[config.mk]
export PLATFORM = sky130hd
export DESIGN_NAME = pcb_top
export DESIGN_NICKNAME = d
export VERILOG_FILES = /design/src/pcb_pkg.sv /design/src/pcb_channel.sv /design/src/pcb_top.sv
export VERILOG_INCLUDE_DIRS = /design/src
export SDC_FILE = /design/constraint.sdc
export NUM_CORES = 1
export LEC_CHECK = 0
export BUFFER_PORTS_ARGS = -buffer_cell sky130_fd_sc_hd__buf_2
export CORE_MARGIN = 5
export CORE_UTILIZATION = 30
export DETAILED_ROUTE_END_ITERATION = 8
export PLACE_DENSITY_LB_ADDON = 0.3
export SYNTH_ARGS = -nofsm -noshare
export SYNTH_HDL_FRONTEND = slang
export SYNTH_SLANG_ARGS = --single-unit
[constraint.sdc]
create_clock -name ref_clk -period 2.3 [get_ports ref_clk]
set_input_delay 0.23 -clock ref_clk [delete_from_list [all_inputs] [get_ports ref_clk]]
set_output_delay 0.23 -clock ref_clk [all_outputs]
set_load 0.03 [all_outputs]
[src/pcb_defines.svh]
// Constants of the program counter break unit: offsets, fields, codes.
// Assumes inclusion by bare name from the package and the design files.
`ifndef PCB_DEFINES_SVH
`define PCB_DEFINES_SVH

`define PCB_ADDR_W          24
`define PCB_REG_AW          8
`define PCB_OFF_BRK_ADDR_A  8'h00
`define PCB_OFF_BRK_ADDR_B  8'h04
`define PCB_OFF_CTL_A       8'h08
`define PCB_OFF_CTL_B       8'h0C
`define PCB_OFF_IRQ_STAT    8'h10
`define PCB_OFF_IRQ_MASK    8'h14

`define PCB_CTL_FLAG_BIT    7
`define PCB_CTL_MSTR_BIT    6
`define PCB_CTL_MASK_HI     5
`define PCB_CTL_MASK_LO     3
`define PCB_CTL_CYC_HI      2
`define PCB_CTL_CYC_LO      1
`define PCB_CTL_RST         6'h00

`define PCB_MASK_CODE5_BITS 5'h08
`define PCB_MASK_CODE6_BITS 5'h0C
`define PCB_MASK_CODE7_BITS 5'h10

`define PCB_IRQ_BIT_A       0
`define PCB_IRQ_BIT_B       1
`define PCB_RESP_OKAY       2'h0
`define PCB_RESP_SLVERR     2'h2

`endif

[src/pcb_pkg.sv]
// Types shared by the program counter break unit.
// Assumes pcb_defines.svh is on the include path.
`include "pcb_defines.svh"

package pcb_pkg;

    typedef enum logic [1:0]
    {
        PCB_CYC_FETCH = 2'b00,
        PCB_CYC_READ  = 2'b01,
        PCB_CYC_WRITE = 2'b10,
        PCB_CYC_DATA  = 2'b11
    } pcb_cycle_type;

    typedef enum logic [1:0]
    {
        PCB_WR_COLLECT = 2'b00,
        PCB_WR_RESP    = 2'b01
    } pcb_wr_state_type;

endpackage : pcb_pkg

[src/pcb_channel.sv]
// One break channel: address comparator, qualifiers and match flag.
// Assumes bus cycle inputs are synchronous to ref_clk, one cycle each.
`timescale 1ns/1ps
`default_nettype none
`include "pcb_defines.svh"

module pcb_channel
    import pcb_pkg::*;
#(
    parameter int ADDR_W = `PCB_ADDR_W
)
(
    input  wire logic              ref_clk,
    input  wire logic              sys_rst,
    input  wire logic [ADDR_W-1:0] brk_addr,
    input  wire logic [2:0]        mask_code,
    input  wire logic              master_any,
    input  wire logic [1:0]        cycle_sel,
    input  wire logic              bus_valid,
    input  wire logic [ADDR_W-1:0] bus_addr,
    input  wire logic              bus_fetch,
    input  wire logic              bus_read,
    input  wire logic              bus_write,
    input  wire logic              bus_xfer,
    input  wire logic              flag_clr,
    output logic                   match_flag,
    output logic                   hit
);

    logic              flag_r;
    logic              flag_nxt;
    logic [4:0]        ign_bits;
    logic [ADDR_W-1:0] cmp_mask;
    logic              cyc_ok;
    logic              mstr_ok;

    // ****************************************************************
    // Comparator
    // ****************************************************************
    always_comb
    begin
        case (mask_code)
            3'h5:    ign_bits = `PCB_MASK_CODE5_BITS;
            3'h6:    ign_bits = `PCB_MASK_CODE6_BITS;
            3'h7:    ign_bits = `PCB_MASK_CODE7_BITS;
            default: ign_bits = {2'b00, mask_code};
        endcase
        cmp_mask = {ADDR_W{1'b1}} << ign_bits;
        case (pcb_cycle_type'(cycle_sel))
            PCB_CYC_FETCH: cyc_ok = bus_fetch;
            PCB_CYC_READ:  cyc_ok = bus_read;
            PCB_CYC_WRITE: cyc_ok = bus_write;
            default:       cyc_ok = bus_read | bus_write;
        endcase
        mstr_ok = ~bus_xfer | master_any;
        hit = bus_valid & cyc_ok & mstr_ok
            & (((bus_addr ^ brk_addr) & cmp_mask) == '0);
        // A match in the cycle of a clear wins over the clear.
        flag_nxt = hit | (flag_r & ~flag_clr);
    end

    always_ff @(posedge ref_clk)
    begin
        if (sys_rst)
            flag_r <= 1'b0;
        else
            flag_r <= flag_nxt;
    end

    assign match_flag = flag_r;

    // ****************************************************************
    // Checks
    // ****************************************************************
    property p_hit_sets_flag;
        @(posedge ref_clk) disable iff (sys_rst)
        hit |=> match_flag;
    endproperty
    a_hit_sets_flag: assert property (p_hit_sets_flag)
        else $error("Match did not set the flag.");

    property p_flag_holds;
        @(posedge ref_clk) disable iff (sys_rst)
        match_flag && !flag_clr |=> match_flag;
    endproperty
    a_flag_holds: assert property (p_flag_holds)
        else $error("Flag dropped without a clear.");

    property p_cpu_only;
        @(posedge ref_clk) disable iff (sys_rst)
        bus_xfer && !master_any |-> !hit;
    endproperty
    a_cpu_only: assert property (p_cpu_only)
        else $error("Transfer cycle matched in CPU-only mode.");

    property p_mask16;
        @(posedge ref_clk) disable iff (sys_rst)
        bus_valid && bus_read && !bus_xfer && mask_code == 3'h7
            && cycle_sel == 2'b01
            && bus_addr[ADDR_W-1:16] == brk_addr[ADDR_W-1:16]
        |-> hit ##1 match_flag;
    endproperty
    a_mask16: assert property (p_mask16)
        else $error("Masked compare of 16 low bits missed.");

    property p_fetch_only;
        @(posedge ref_clk) disable iff (sys_rst)
        hit && cycle_sel == 2'b00 |-> bus_fetch;
    endproperty
    a_fetch_only: assert property (p_fetch_only)
        else $error("Fetch break matched a non-fetch cycle.");

endmodule : pcb_channel
`default_nettype wire

[src/pcb_top.sv]
// Program counter break unit: two break channels behind AXI4-Lite.
// Assumes the observed bus cycle signals come from logic on ref_clk.
//
// What this block does
// - A channel A break condition match sets match flag bit 7.
// - Flag clears only by writing 0 after reading 1; writing 1 ignored.
// - Bit 6 at 0 qualifies CPU cycles; at 1 CPU or transfer cycles.
// - Mask codes 0-4 ignore 0-4 low bits; 5,6,7 ignore 8,12,16.
// - Cycle code: 00 fetch, 01 read, 10 write, 11 read or write.
// - Channel B has its own break address, compared the same way.
//
// Design decisions made here: the register offsets and the AXI4-Lite slave port.
`timescale 1ns/1ps
`default_nettype none
`include "pcb_defines.svh"

module pcb_top
    import pcb_pkg::*;
#(
    parameter int ADDR_W = `PCB_ADDR_W
)
(
    input  wire logic              ref_clk,
    input  wire logic              sys_rst,
    input  wire logic [31:0]       s_axi_awaddr,
    input  wire logic              s_axi_awvalid,
    output logic                   s_axi_awready,
    input  wire logic [31:0]       s_axi_wdata,
    input  wire logic [3:0]        s_axi_wstrb,
    input  wire logic              s_axi_wvalid,
    output logic                   s_axi_wready,
    output logic [1:0]             s_axi_bresp,
    output logic                   s_axi_bvalid,
    input  wire logic              s_axi_bready,
    input  wire logic [31:0]       s_axi_araddr,
    input  wire logic              s_axi_arvalid,
    output logic                   s_axi_arready,
    output logic [31:0]            s_axi_rdata,
    output logic [1:0]             s_axi_rresp,
    output logic                   s_axi_rvalid,
    input  wire logic              s_axi_rready,
    input  wire logic              bus_valid,
    input  wire logic [ADDR_W-1:0] bus_addr,
    input  wire logic              bus_fetch,
    input  wire logic              bus_read,
    input  wire logic              bus_write,
    input  wire logic              bus_xfer,
    output logic                   brk_irq
);

    pcb_wr_state_type  wst_r, wst_nxt;
    logic              aw_held_r, aw_held_nxt;
    logic              w_held_r, w_held_nxt;
    logic [7:0]        waddr_r, waddr_nxt;
    logic [31:0]       wdata_r, wdata_nxt;
    logic [3:0]        wstrb_r, wstrb_nxt;
    logic [1:0]        bresp_r, bresp_nxt;
    logic              rvalid_r, rvalid_nxt;
    logic [31:0]       rdata_r, rdata_nxt;
    logic [1:0]        rresp_r, rresp_nxt;
    logic [ADDR_W-1:0] addr_a_r, addr_a_nxt;
    logic [ADDR_W-1:0] addr_b_r, addr_b_nxt;
    logic [5:0]        ctl_a_r, ctl_a_nxt;
    logic [5:0]        ctl_b_r, ctl_b_nxt;
    logic              arm_a_r, arm_a_nxt;
    logic              arm_b_r, arm_b_nxt;
    logic [1:0]        stat_r, stat_nxt;
    logic [1:0]        mask_r, mask_nxt;
    logic              flag_a, flag_b, hit_a, hit_b;
    logic              clr_a, clr_b;
    logic              do_wr;
    logic [31:0]       wmerge;
    logic [31:0]       rmux;
    logic              rok;
    logic [1:0]        evt;

    // ****************************************************************
    // Break channels
    // ****************************************************************
    pcb_channel #(.ADDR_W(ADDR_W)) u_chan_a
    (
        .ref_clk    (ref_clk),
        .sys_rst    (sys_rst),
        .brk_addr   (addr_a_r),
        .mask_code  (ctl_a_r[`PCB_CTL_MASK_HI-1:`PCB_CTL_MASK_LO-1]),
        .master_any (ctl_a_r[`PCB_CTL_MSTR_BIT-1]),
        .cycle_sel  (ctl_a_r[`PCB_CTL_CYC_HI-1:`PCB_CTL_CYC_LO-1]),
        .bus_valid  (bus_valid),
        .bus_addr   (bus_addr),
        .bus_fetch  (bus_fetch),
        .bus_read   (bus_read),
        .bus_write  (bus_write),
        .bus_xfer   (bus_xfer),
        .flag_clr   (clr_a),
        .match_flag (flag_a),
        .hit        (hit_a)
    );

    // Channel B is a full copy so that its compare is independent.
    pcb_channel #(.ADDR_W(ADDR_W)) u_chan_b
    (
        .ref_clk    (ref_clk),
        .sys_rst    (sys_rst),
        .brk_addr   (addr_b_r),
        .mask_code  (ctl_b_r[`PCB_CTL_MASK_HI-1:`PCB_CTL_MASK_LO-1]),
        .master_any (ctl_b_r[`PCB_CTL_MSTR_BIT-1]),
        .cycle_sel  (ctl_b_r[`PCB_CTL_CYC_HI-1:`PCB_CTL_CYC_LO-1]),
        .bus_valid  (bus_valid),
        .bus_addr   (bus_addr),
        .bus_fetch  (bus_fetch),
        .bus_read   (bus_read),
        .bus_write  (bus_write),
        .bus_xfer   (bus_xfer),
        .flag_clr   (clr_b),
        .match_flag (flag_b),
        .hit        (hit_b)
    );

    // ****************************************************************
    // Register bus and interrupt next state
    // ****************************************************************
    assign s_axi_awready = (wst_r == PCB_WR_COLLECT) & ~aw_held_r;
    assign s_axi_wready  = (wst_r == PCB_WR_COLLECT) & ~w_held_r;
    assign s_axi_arready = ~rvalid_r;
    assign s_axi_bvalid  = (wst_r == PCB_WR_RESP);
    assign s_axi_bresp   = bresp_r;
    assign s_axi_rvalid  = rvalid_r;
    assign s_axi_rdata   = rdata_r;
    assign s_axi_rresp   = rresp_r;
    assign brk_irq       = |(stat_r & mask_r);

    always_comb
    begin
        wst_nxt     = wst_r;
        aw_held_nxt = aw_held_r;
        w_held_nxt  = w_held_r;
        waddr_nxt   = waddr_r;
        wdata_nxt   = wdata_r;
        wstrb_nxt   = wstrb_r;
        bresp_nxt   = bresp_r;
        rvalid_nxt  = rvalid_r;
        rdata_nxt   = rdata_r;
        rresp_nxt   = rresp_r;
        addr_a_nxt  = addr_a_r;
        addr_b_nxt  = addr_b_r;
        ctl_a_nxt   = ctl_a_r;
        ctl_b_nxt   = ctl_b_r;
        arm_a_nxt   = arm_a_r;
        arm_b_nxt   = arm_b_r;
        mask_nxt    = mask_r;
        clr_a       = 1'b0;
        clr_b       = 1'b0;
        rmux        = 32'h0000_0000;
        rok         = 1'b1;
        if (s_axi_awvalid && s_axi_awready)
        begin
            aw_held_nxt = 1'b1;
            waddr_nxt   = s_axi_awaddr[7:0];
        end
        if (s_axi_wvalid && s_axi_wready)
        begin
            w_held_nxt = 1'b1;
            wdata_nxt  = s_axi_wdata;
            wstrb_nxt  = s_axi_wstrb;
        end
        for (int i = 0; i < 4; i++)
            wmerge[i*8 +: 8] = wstrb_r[i] ? wdata_r[i*8 +: 8] : 8'h00;
        do_wr = (wst_r == PCB_WR_COLLECT) & aw_held_r & w_held_r;
        // Interrupt status: a new flag set beats a same-cycle clear.
        evt      = {hit_b & ~flag_b, hit_a & ~flag_a};
        stat_nxt = stat_r;
        if (do_wr)
        begin
            aw_held_nxt = 1'b0;
            w_held_nxt  = 1'b0;
            wst_nxt     = PCB_WR_RESP;
            bresp_nxt   = `PCB_RESP_OKAY;
            case (waddr_r)
                `PCB_OFF_BRK_ADDR_A:
                    for (int i = 0; i < 3; i++)
                        if (wstrb_r[i])
                            addr_a_nxt[i*8 +: 8] = wdata_r[i*8 +: 8];
                `PCB_OFF_BRK_ADDR_B:
                    for (int i = 0; i < 3; i++)
                        if (wstrb_r[i])
                            addr_b_nxt[i*8 +: 8] = wdata_r[i*8 +: 8];
                `PCB_OFF_CTL_A:
                    if (wstrb_r[0])
                    begin
                        ctl_a_nxt = wdata_r[`PCB_CTL_MSTR_BIT:1];
                        // Only a zero after a read of one clears.
                        clr_a = arm_a_r
                            & ~wdata_r[`PCB_CTL_FLAG_BIT];
                        arm_a_nxt = 1'b0;
                    end
                `PCB_OFF_CTL_B:
                    if (wstrb_r[0])
                    begin
                        ctl_b_nxt = wdata_r[`PCB_CTL_MSTR_BIT:1];
                        clr_b = arm_b_r & ~wdata_r[`PCB_CTL_FLAG_BIT];
                        arm_b_nxt = 1'b0;
                    end
                `PCB_OFF_IRQ_STAT:
                    stat_nxt = stat_r & ~wmerge[1:0];
                `PCB_OFF_IRQ_MASK:
                    mask_nxt = wmerge[1:0];
                default:
                    bresp_nxt = `PCB_RESP_SLVERR;
            endcase
        end
        else if (wst_r == PCB_WR_RESP && s_axi_bready)
            wst_nxt = PCB_WR_COLLECT;
        stat_nxt = stat_nxt | evt;
        case (s_axi_araddr[7:0])
            `PCB_OFF_BRK_ADDR_A: rmux[ADDR_W-1:0] = addr_a_r;
            `PCB_OFF_BRK_ADDR_B: rmux[ADDR_W-1:0] = addr_b_r;
            `PCB_OFF_CTL_A:      rmux[7:0] = {flag_a, ctl_a_r, 1'b0};
            `PCB_OFF_CTL_B:      rmux[7:0] = {flag_b, ctl_b_r, 1'b0};
            `PCB_OFF_IRQ_STAT:   rmux[1:0] = stat_r;
            `PCB_OFF_IRQ_MASK:   rmux[1:0] = mask_r;
            default:             rok = 1'b0;
        endcase
        if (s_axi_arvalid && s_axi_arready)
        begin
            rvalid_nxt = 1'b1;
            rdata_nxt  = rmux;
            rresp_nxt  = rok ? `PCB_RESP_OKAY : `PCB_RESP_SLVERR;
            if (s_axi_araddr[7:0] == `PCB_OFF_CTL_A && flag_a)
                arm_a_nxt = 1'b1;
            if (s_axi_araddr[7:0] == `PCB_OFF_CTL_B && flag_b)
                arm_b_nxt = 1'b1;
        end
        else if (rvalid_r && s_axi_rready)
            rvalid_nxt = 1'b0;
    end

    always_ff @(posedge ref_clk)
    begin
        if (sys_rst)
        begin
            wst_r     <= PCB_WR_COLLECT;
            aw_held_r <= 1'b0;
            w_held_r  <= 1'b0;
            waddr_r   <= 8'h00;
            wdata_r   <= 32'h0000_0000;
            wstrb_r   <= 4'h0;
            bresp_r   <= `PCB_RESP_OKAY;
            rvalid_r  <= 1'b0;
            rdata_r   <= 32'h0000_0000;
            rresp_r   <= `PCB_RESP_OKAY;
            addr_a_r  <= '0;
            addr_b_r  <= '0;
            ctl_a_r   <= `PCB_CTL_RST;
            ctl_b_r   <= `PCB_CTL_RST;
            arm_a_r   <= 1'b0;
            arm_b_r   <= 1'b0;
            stat_r    <= 2'h0;
            mask_r    <= 2'h0;
        end
        else
        begin
            wst_r     <= wst_nxt;
            aw_held_r <= aw_held_nxt;
            w_held_r  <= w_held_nxt;
            waddr_r   <= waddr_nxt;
            wdata_r   <= wdata_nxt;
            wstrb_r   <= wstrb_nxt;
            bresp_r   <= bresp_nxt;
            rvalid_r  <= rvalid_nxt;
            rdata_r   <= rdata_nxt;
            rresp_r   <= rresp_nxt;
            addr_a_r  <= addr_a_nxt;
            addr_b_r  <= addr_b_nxt;
            ctl_a_r   <= ctl_a_nxt;
            ctl_b_r   <= ctl_b_nxt;
            arm_a_r   <= arm_a_nxt;
            arm_b_r   <= arm_b_nxt;
            stat_r    <= stat_nxt;
            mask_r    <= mask_nxt;
        end
    end

    // ****************************************************************
    // Checks
    // ****************************************************************
    property p_clear_needs_arm;
        @(posedge ref_clk) disable iff (sys_rst)
        $fell(flag_a) |-> $past(do_wr) && $past(arm_a_r)
            && !$past(wdata_r[`PCB_CTL_FLAG_BIT]);
    endproperty
    a_clear_needs_arm: assert property (p_clear_needs_arm)
        else $error("Flag A cleared without a prior read of one.");

    property p_chan_b;
        @(posedge ref_clk) disable iff (sys_rst)
        hit_b && !hit_a && !flag_a |=> flag_b && !flag_a;
    endproperty
    a_chan_b: assert property (p_chan_b)
        else $error("Channel B match not independent of channel A.");

    property p_irq;
        @(posedge ref_clk) disable iff (sys_rst)
        $rose(flag_a) && mask_r[`PCB_IRQ_BIT_A]
            && $past(mask_r[`PCB_IRQ_BIT_A])
        |-> brk_irq;
    endproperty
    a_irq: assert property (p_irq)
        else $error("New flag A did not raise the interrupt.");

endmodule : pcb_top
`default_nettype wire

==> flow_summary.json, run 1 <==
{
  "synth_top_family_by_area": "simple AND/OR/NAND/NOR gates",
  "final-max-slew-violation-count": 0,
  "wirelength_um": 16700,
  "clk_path_buf_depth": 2,
  "hold_class": "in -> reg",
  "rsz0062_at_grt": "no",
  "synthMuxAreaShare_pct": 10.9,
  "worst-path-max-fanout": 13,
  "routabilityCongestion": 0.767,
  "drv_cap": 0,
  "gr-total-overflow": 0,
  "syn_area_sq_mm": 0.00599,
  "slew_headroom_pct": 29.0,
  "via_per_inst": 4.71,
  "hold_viol_final": 0,
  "n_antenna_cell": 0,
  "layout_commonest_cell": "nand2_1",
  "synthesis.instances": 690,
  "critPathTopFamily": "simple AND/OR/NAND/NOR gates",
  "ys_warn_count": 0,
  "drive_gt1_share_pct": 22.8,
  "synth_seq_cells": 133,
  "cts_root_buffer": "clkbuf_16",
  "avgSynthCellArea_sq_um": 8.68,
  "clk_latency_ns": 0.42,
  "start_util_pct": 30.6,
  "grtUsageTotal_pct": 14.9,
  "ir_worst_vdd_uv": 481,
  "crit_required_ns": 2.58,
  "die_area_sq_mm": 0.0229,
  "crit_chain": "or4_4 > nor4_4 > buf_4 > nand3_2 > mux2i_1 > nor2_1",
  "final_cell_mix": "148 x nand2_1, 133 x dfxtp_1, 109 x buf_2",
  "portBuffers": 110,
  "critPathKind": "reg -> reg",
  "p_seq_share_pct": 42.5,
  "cts.sinks": 133,
  "status": "completed",
  "crit_path_top_delay_cell": "or4_4",
  "synth_compound_area_share_pct": 12.2,
  "rows": 51,
  "multiInputGateArea_sq_mm": 0.00309,
  "grt_max_degree": 135,
  "fin_cells": 1067,
  "htreeDepth": 4,
  "route.vias.total": 5024,
  "avgRoutedWirePerCell_um": 15.6,
  "post-dp-hpwl_um": 12100,
  "syn_to_final_growth_pct": 23.4,
  "cellPowerDensity_mw_per_mm2": 768,
  "cp_num_buf_inv": 1,
  "setup_viol": 0,
  "ys.flop_type": "dfxtp_1",
  "fin_setup_tns_ns": 0,
  "pwr-share-clk_pct": 49.8,
  "seq_area_frac_synth_pct": 44.4,
  "power.combinational.fraction_pct": 7.7,
  "tightest_slew_ns": 1.07,
  "synth-xor-area-share_pct": 7.02,
  "die_h_um": 151,
  "critPathMaxStageDelay_ns": 0.57,
  "fp.dieW_um": 151,
  "post-place-ws_ns": 0.252,
  "cts_resized": 0,
  "dp_cells": 1035,
  "async_flop_share_pct": 0,
  "synthSimpleGateAreaFrac_pct": 20.8,
  "skew_ns": 0.00602,
  "path_clk_slew_ns": 0.06,
  "post-route-drc-count": 0,
  "seqCellArea_sq_mm": 0.00266,
  "firstDrtPassIters": 4,
  "switching_share_pct": 23.2,
  "finalCriticalPeriod_ns": 2.04,
  "core_area_sq_mm": 0.0196,
  "p_leak_nw": 3.02,
  "ant_nets": 0,
  "cts_buffers": 17,
  "worstPathArrival_ns": 2.32,
  "cp-start-kind": "register",
  "ys_types": 46,
  "end_kind": "register",
  "worst_slack_ns": 0.261,
  "grt_pass1_wl_um": 26100,
  "cts_tree": "built",
  "nFillCells": 2066,
  "synth_edf_count": 0,
  "ios": 178,
  "fin_hold_ws_ns": 0.0456,
  "antenna_found_initial": 3,
  "max_freq_ghz": 0.490,
  "final_nets": 926,
  "drt_iter0_drc": 251,
  "p_int_mw": 4.36,
  "grt_pass1_vias": 4868,
  "netSwitchingPower_mw": 1.32,
  "timing.final.crit_share_pct": 88.7,
  "yosys.area_share.adder_pct": 0
}
==> Yosys cell counts, drive strengths merged, types with 3 or more instances <==
cell type / instances / area [sq um]
mux2: 19 / 214
xor2: 8 / 70.1
mux4: 7 / 158
dfxtp: 133 / 2660
nand2b: 4 / 25.0
buf: 21 / 144
clkbuf: 26 / 97.6
nor2b: 6 / 37.5
mux2i: 28 / 280
nand3: 18 / 100
a211oi: 3 / 22.5
and3: 7 / 43.8
nor3: 8 / 51.3
nor4: 5 / 46.3
xnor2: 40 / 350
nand4: 9 / 71.3
a21oi: 79 / 399
o21ai: 15 / 75.1
nand3b: 3 / 22.5
nor2: 56 / 210
a22oi: 18 / 135
nand2: 148 / 556
inv: 9 / 33.8
==> worst register-to-register path: stages (launching register included) <==
cell	delay [ns]
dfxtp_1	0.31
or4_4	0.57
nor4_4	0.14
buf_4	0.25
nand3_2	0.32
mux2i_1	0.26
nor2_1	0.06
==> state kept, by name, summed over array words and instances (netlist names), 2 cells and up <==
signal       cells
wdata_r         24
addr_b_r        24
s_axi_rdata     24
mask_r           2
addr_a_r        24
waddr_r          8
ctl_b_r          6
ctl_a_r          6
stat_r           2
wstrb_r          3
==> final cells by class <==
class / count / area share (%)
clock buffer: 23 / 6.73
sequential: 133 / 36.0
inverter: 9 / 0.457
multi-input combinational: 510 / 41.8
timing repair buffer: 119 / 8.93
clock inverter: 8 / 1.64
tap: 265 / 4.48
==> routing by layer <==
metal	vias up	global-route usage, %	part of all wire, %
li1	2550	-	-
met4	6	4.76	1.6
met3	23	5.24	6.6
met2	120	22.8	45
met5	-	0	0.20
met1	2325	19.8	47
==> logic make-up after synthesis <==
| family | Yosys count |
|---|---|
| AO/OA/AOI/OAI | 126 |
| XOR/XNOR | 48 |
| buffers and inverters | 56 |
| flip-flops | 133 |
| multiplexers | 54 |
| other | 1 |
| AND/OR/NAND/NOR | 272 |
==> power groups by stage <==
stage / clock [mW] / sequential [mW] / combinational, mW
2_1_floorplan: 0 / 2.45 / 0.284
5_1_grt: 3.00 / 2.42 / 0.490
3_5_place_dp: 0 / 2.46 / 0.445
4_1_cts: 2.89 / 2.41 / 0.448
3_3_place_gp: 0 / 2.46 / 0.442
6_report: 2.83 / 2.41 / 0.440
==> final timing paths <==
kind,startpoint,to,slack [ns],depth (start not counted)
max,waddr_r[1]$_SDFFE_PP0P_,addr_b_r[0]$_SDFFE_PP0P_,0.26,6
min,s_axi_wdata[6],wdata_r[6]$_SDFFE_PP0P_,0.05,3
max reg2reg,waddr_r[1]$_SDFFE_PP0P_,addr_b_r[0]$_SDFFE_PP0P_,0.26,6
min reg2reg,s_axi_rdata[4]$_SDFFE_PP0P_,s_axi_rdata[4]$_SDFFE_PP0P_,0.45,2
==> what timing repair did <==
item,in CTS,in global routing
hold buffers,1,0
buffers inserted,0,0
endpoints found under the hold margin,1,0
==> metrics by stage <==
stage | total power, mW | area [sq um] | utilization, %
2_1_floorplan | 2.73 | 6030 | -
3_3_place_gp | 2.90 | 6770 | 34.5
3_5_place_dp | 2.91 | 6770 | 34.5
4_1_cts | 5.75 | 7400 | 37.8
5_1_grt | 5.91 | 7400 | 37.8
6_report | 5.68 | 7400 | 37.8
(Power assumes the default switching activity.)
==> inputs of run 2 (changes only) <==
--- a/config.mk
+++ b/config.mk
@@ -6,6 +6,7 @@
 export SDC_FILE = /design/constraint.sdc
 export NUM_CORES = 1
 export LEC_CHECK = 0
+export ABC_AREA = 1
 export BUFFER_PORTS_ARGS = -buffer_cell sky130_fd_sc_hd__buf_2
 export CORE_MARGIN = 5
 export CORE_UTILIZATION = 30
==> flow_summary.json, run 2 <==
{
  "tightest_slew_ns": 0.651,
  "final_cell_mix": "162 x nand2_1, 133 x dfxtp_1, 127 x inv_1",
  "ir_worst_vdd_uv": 407,
  "end_kind": "register",
  "ios": 178,
  "final_nets": 1173,
  "ys_types": 32,
  "critPathKind": "reg -> reg",
  "hold_viol_final": 0,
  "cts_resized": 0,
  "yosysTopAreaCell": "dfxtp_1",
  "portBuffers": 110,
  "gr-total-overflow": 0,
  "avgSynthCellArea_sq_um": 6.82,
  "status": "completed",
  "p_total_mw": 6.13,
  "finalCriticalPeriod_ns": 1.78,
  "rows": 53,
  "drive_gt1_share_pct": 16.8,
  "synthesis.instances": 938,
  "clk_path_buf_depth": 2,
  "synth-xor-area-share_pct": 2.19,
  "max_freq_ghz": 0.562,
  "rsz0062_at_grt": "no",
  "synth_top_area_share_pct": 41.6,
  "synth_edf_count": 0,
  "regToRegSetupSlack_ns": 0.52,
  "hold_class": "in -> reg",
  "syn_area_sq_mm": 0.00639,
  "die_area_sq_mm": 0.0243,
  "multiInputGateArea_sq_mm": 0.00299,
  "synthMuxAreaShare_pct": 0,
  "pwr-share-clk_pct": 49.5,
  "synth_common_cells": "162 x nand2_1, 133 x dfxtp_1, 127 x inv_1",
  "path_clk_slew_ns": 0.06,
  "seqCellArea_sq_mm": 0.00266,
  "die_h_um": 156,
  "core_area_sq_mm": 0.0210,
  "worstPathArrival_ns": 2.06,
  "routabilityCongestion": 0.863,
  "post_cts_buffers": 0,
  "setup_viol": 0,
  "ys.flop_type": "dfxtp_1",
  "cellPowerDensity_mw_per_mm2": 785,
  "start_util_pct": 30.4,
  "firstDrtPassIters": 5,
  "layout_commonest_cell": "nand2_1",
  "fp.dieW_um": 156,
  "wirelength_um": 18600,
  "post-route-drc-count": 0,
  "worst_slack_ns": 0.522,
  "switching_share_pct": 24.7,
  "worst-path-max-fanout": 14,
  "ys_warn_count": 0,
  "power.combinational.fraction_pct": 10.3,
  "antenna_found_initial": 4,
  "synth_area_leaders": "dfxtp_1 42%, nand2_1 9.5%, o21ai_0 9.4%, inv_1 7.5%, a21oi_1 7.2%",
  "clk_latency_ns": 0.42,
  "yosys.area_share.adder_pct": 0,
  "grt_max_degree": 45,
  "cp-start-kind": "register",
  "p_leak_nw": 3.42,
  "via_per_inst": 4.60,
  "skew_ns": 0.00670,
  "cts_root_buffer": "clkbuf_16",
  "synthSimpleGateAreaFrac_pct": 23.6,
  "critPathMaxStageDelay_ns": 0.37,
  "final_area_sq_mm": 0.00781,
  "ctsHoldBuffers": 0,
  "ant_nets": 0,
  "crit_path_top_delay_cell": "nand2_1",
  "drt_iter0_drc": 407,
  "drv_cap": 0,
  "route.vias.total": 6101,
  "slew_headroom_pct": 56.5,
  "cp_num_buf_inv": 1,
  "avgRoutedWirePerCell_um": 14.1,
  "cts_buffers": 17,
  "crit_required_ns": 2.58,
  "grt_pass1_wl_um": 29500,
  "grt_pass1_vias": 5691,
  "synth.most_common_cell": "nand2_1",
  "syn_to_final_growth_pct": 22.1,
  "nFillCells": 2269,
  "synth_top_family_by_area": "simple AND/OR/NAND/NOR gates",
  "post_dp_cell_area_sq_mm": 0.00714,
  "post-place-ws_ns": 0.529,
  "p_seq_share_pct": 40.1,
  "final-max-slew-violation-count": 0,
  "critPathTopFamily": "simple AND/OR/NAND/NOR gates",
  "fin_setup_tns_ns": 0,
  "p_int_mw": 4.61,
  "crit_chain": "nor2_1 > nand2_1 > nor2_2 > inv_2 > nor2_1 > nand2_1 > o21ai_0 > a21oi_1",
  "fin_hold_ws_ns": 0.0580,
  "seq_area_frac_synth_pct": 41.6,
  "async_flop_share_pct": 0,
  "post-dp-hpwl_um": 13700,
  "cts.sinks": 133,
  "timing.final.crit_share_pct": 77.3,
  "netSwitchingPower_mw": 1.51,
  "synth_seq_cells": 133,
  "synth_compound_area_share_pct": 20.5,
  "htreeDepth": 4,
  "cts_tree": "built",
  "grtUsageTotal_pct": 15.4
}
run 2: stage by stage:
| stage | util, % | std cells |
|---|---|---|
| global placement | 34.0 | 1293 |
| CTS | 37.1 | 1325 |
| finish | 37.2 | 1326 |
| floorplan | - | 947 |
| global route | 37.2 | 1326 |
| detailed placement | 34.0 | 1293 |
run 2: per-layer routing:
layer / wire length [um] / GRT usage [%] / part of all wire, %
met1: 8840 / 20.8 / 47
met2: 8360 / 24.3 / 45
met3: 1190 / 4.55 / 6.4
met4: 209 / 3.38 / 1.1
met5: 35 / 0 / 0.19
run 2: logic make-up after synthesis:
group	count (synthesis)
other cells	1
xor+xnor	16
compound gates	253
buf+inv	182
flops	133
simple gates	353
run 2: final timing paths:
check	startpoint	end	cells past startpoint
setup / recovery	waddr_r[5]$_SDFFE_PP0P_	ctl_b_r[2]$_SDFFE_PP0P_	8
hold / removal	s_axi_awaddr[5]	waddr_r[5]$_SDFFE_PP0P_	3
setup reg to reg	waddr_r[5]$_SDFFE_PP0P_	ctl_b_r[2]$_SDFFE_PP0P_	8
hold reg to reg	wstrb_r[2]$_SDFFE_PP0P_	wstrb_r[2]$_SDFFE_PP0P_	2
run 2: area by class of cell:
class / instances / share of cell area [%]
Clock inverter: 12 / 2.56
Inverter: 132 / 6.34
Timing Repair Buffer: 121 / 8.27
Antenna cell: 1 / 0.0320
Multi-Input combinational cell: 632 / 38.3
Clock buffer: 20 / 5.98
Sequential cell: 133 / 34.1
Tap cell: 275 / 4.41
run 2: worst min-delay path, cell delays in order:
cell,delay [ns]
buf_2,0.07
o21ai_0,0.07
nor2_1,0.07
run 2: power groups by stage:
stage	combinational, mW	sequential (mW)	clock (mW)
6_report	0.634	2.46	3.03
5_1_grt	0.720	2.47	3.19
4_1_cts	0.641	2.46	3.09
3_5_place_dp	0.638	2.51	0
3_3_place_gp	0.632	2.51	0
2_1_floorplan	0.392	2.54	0
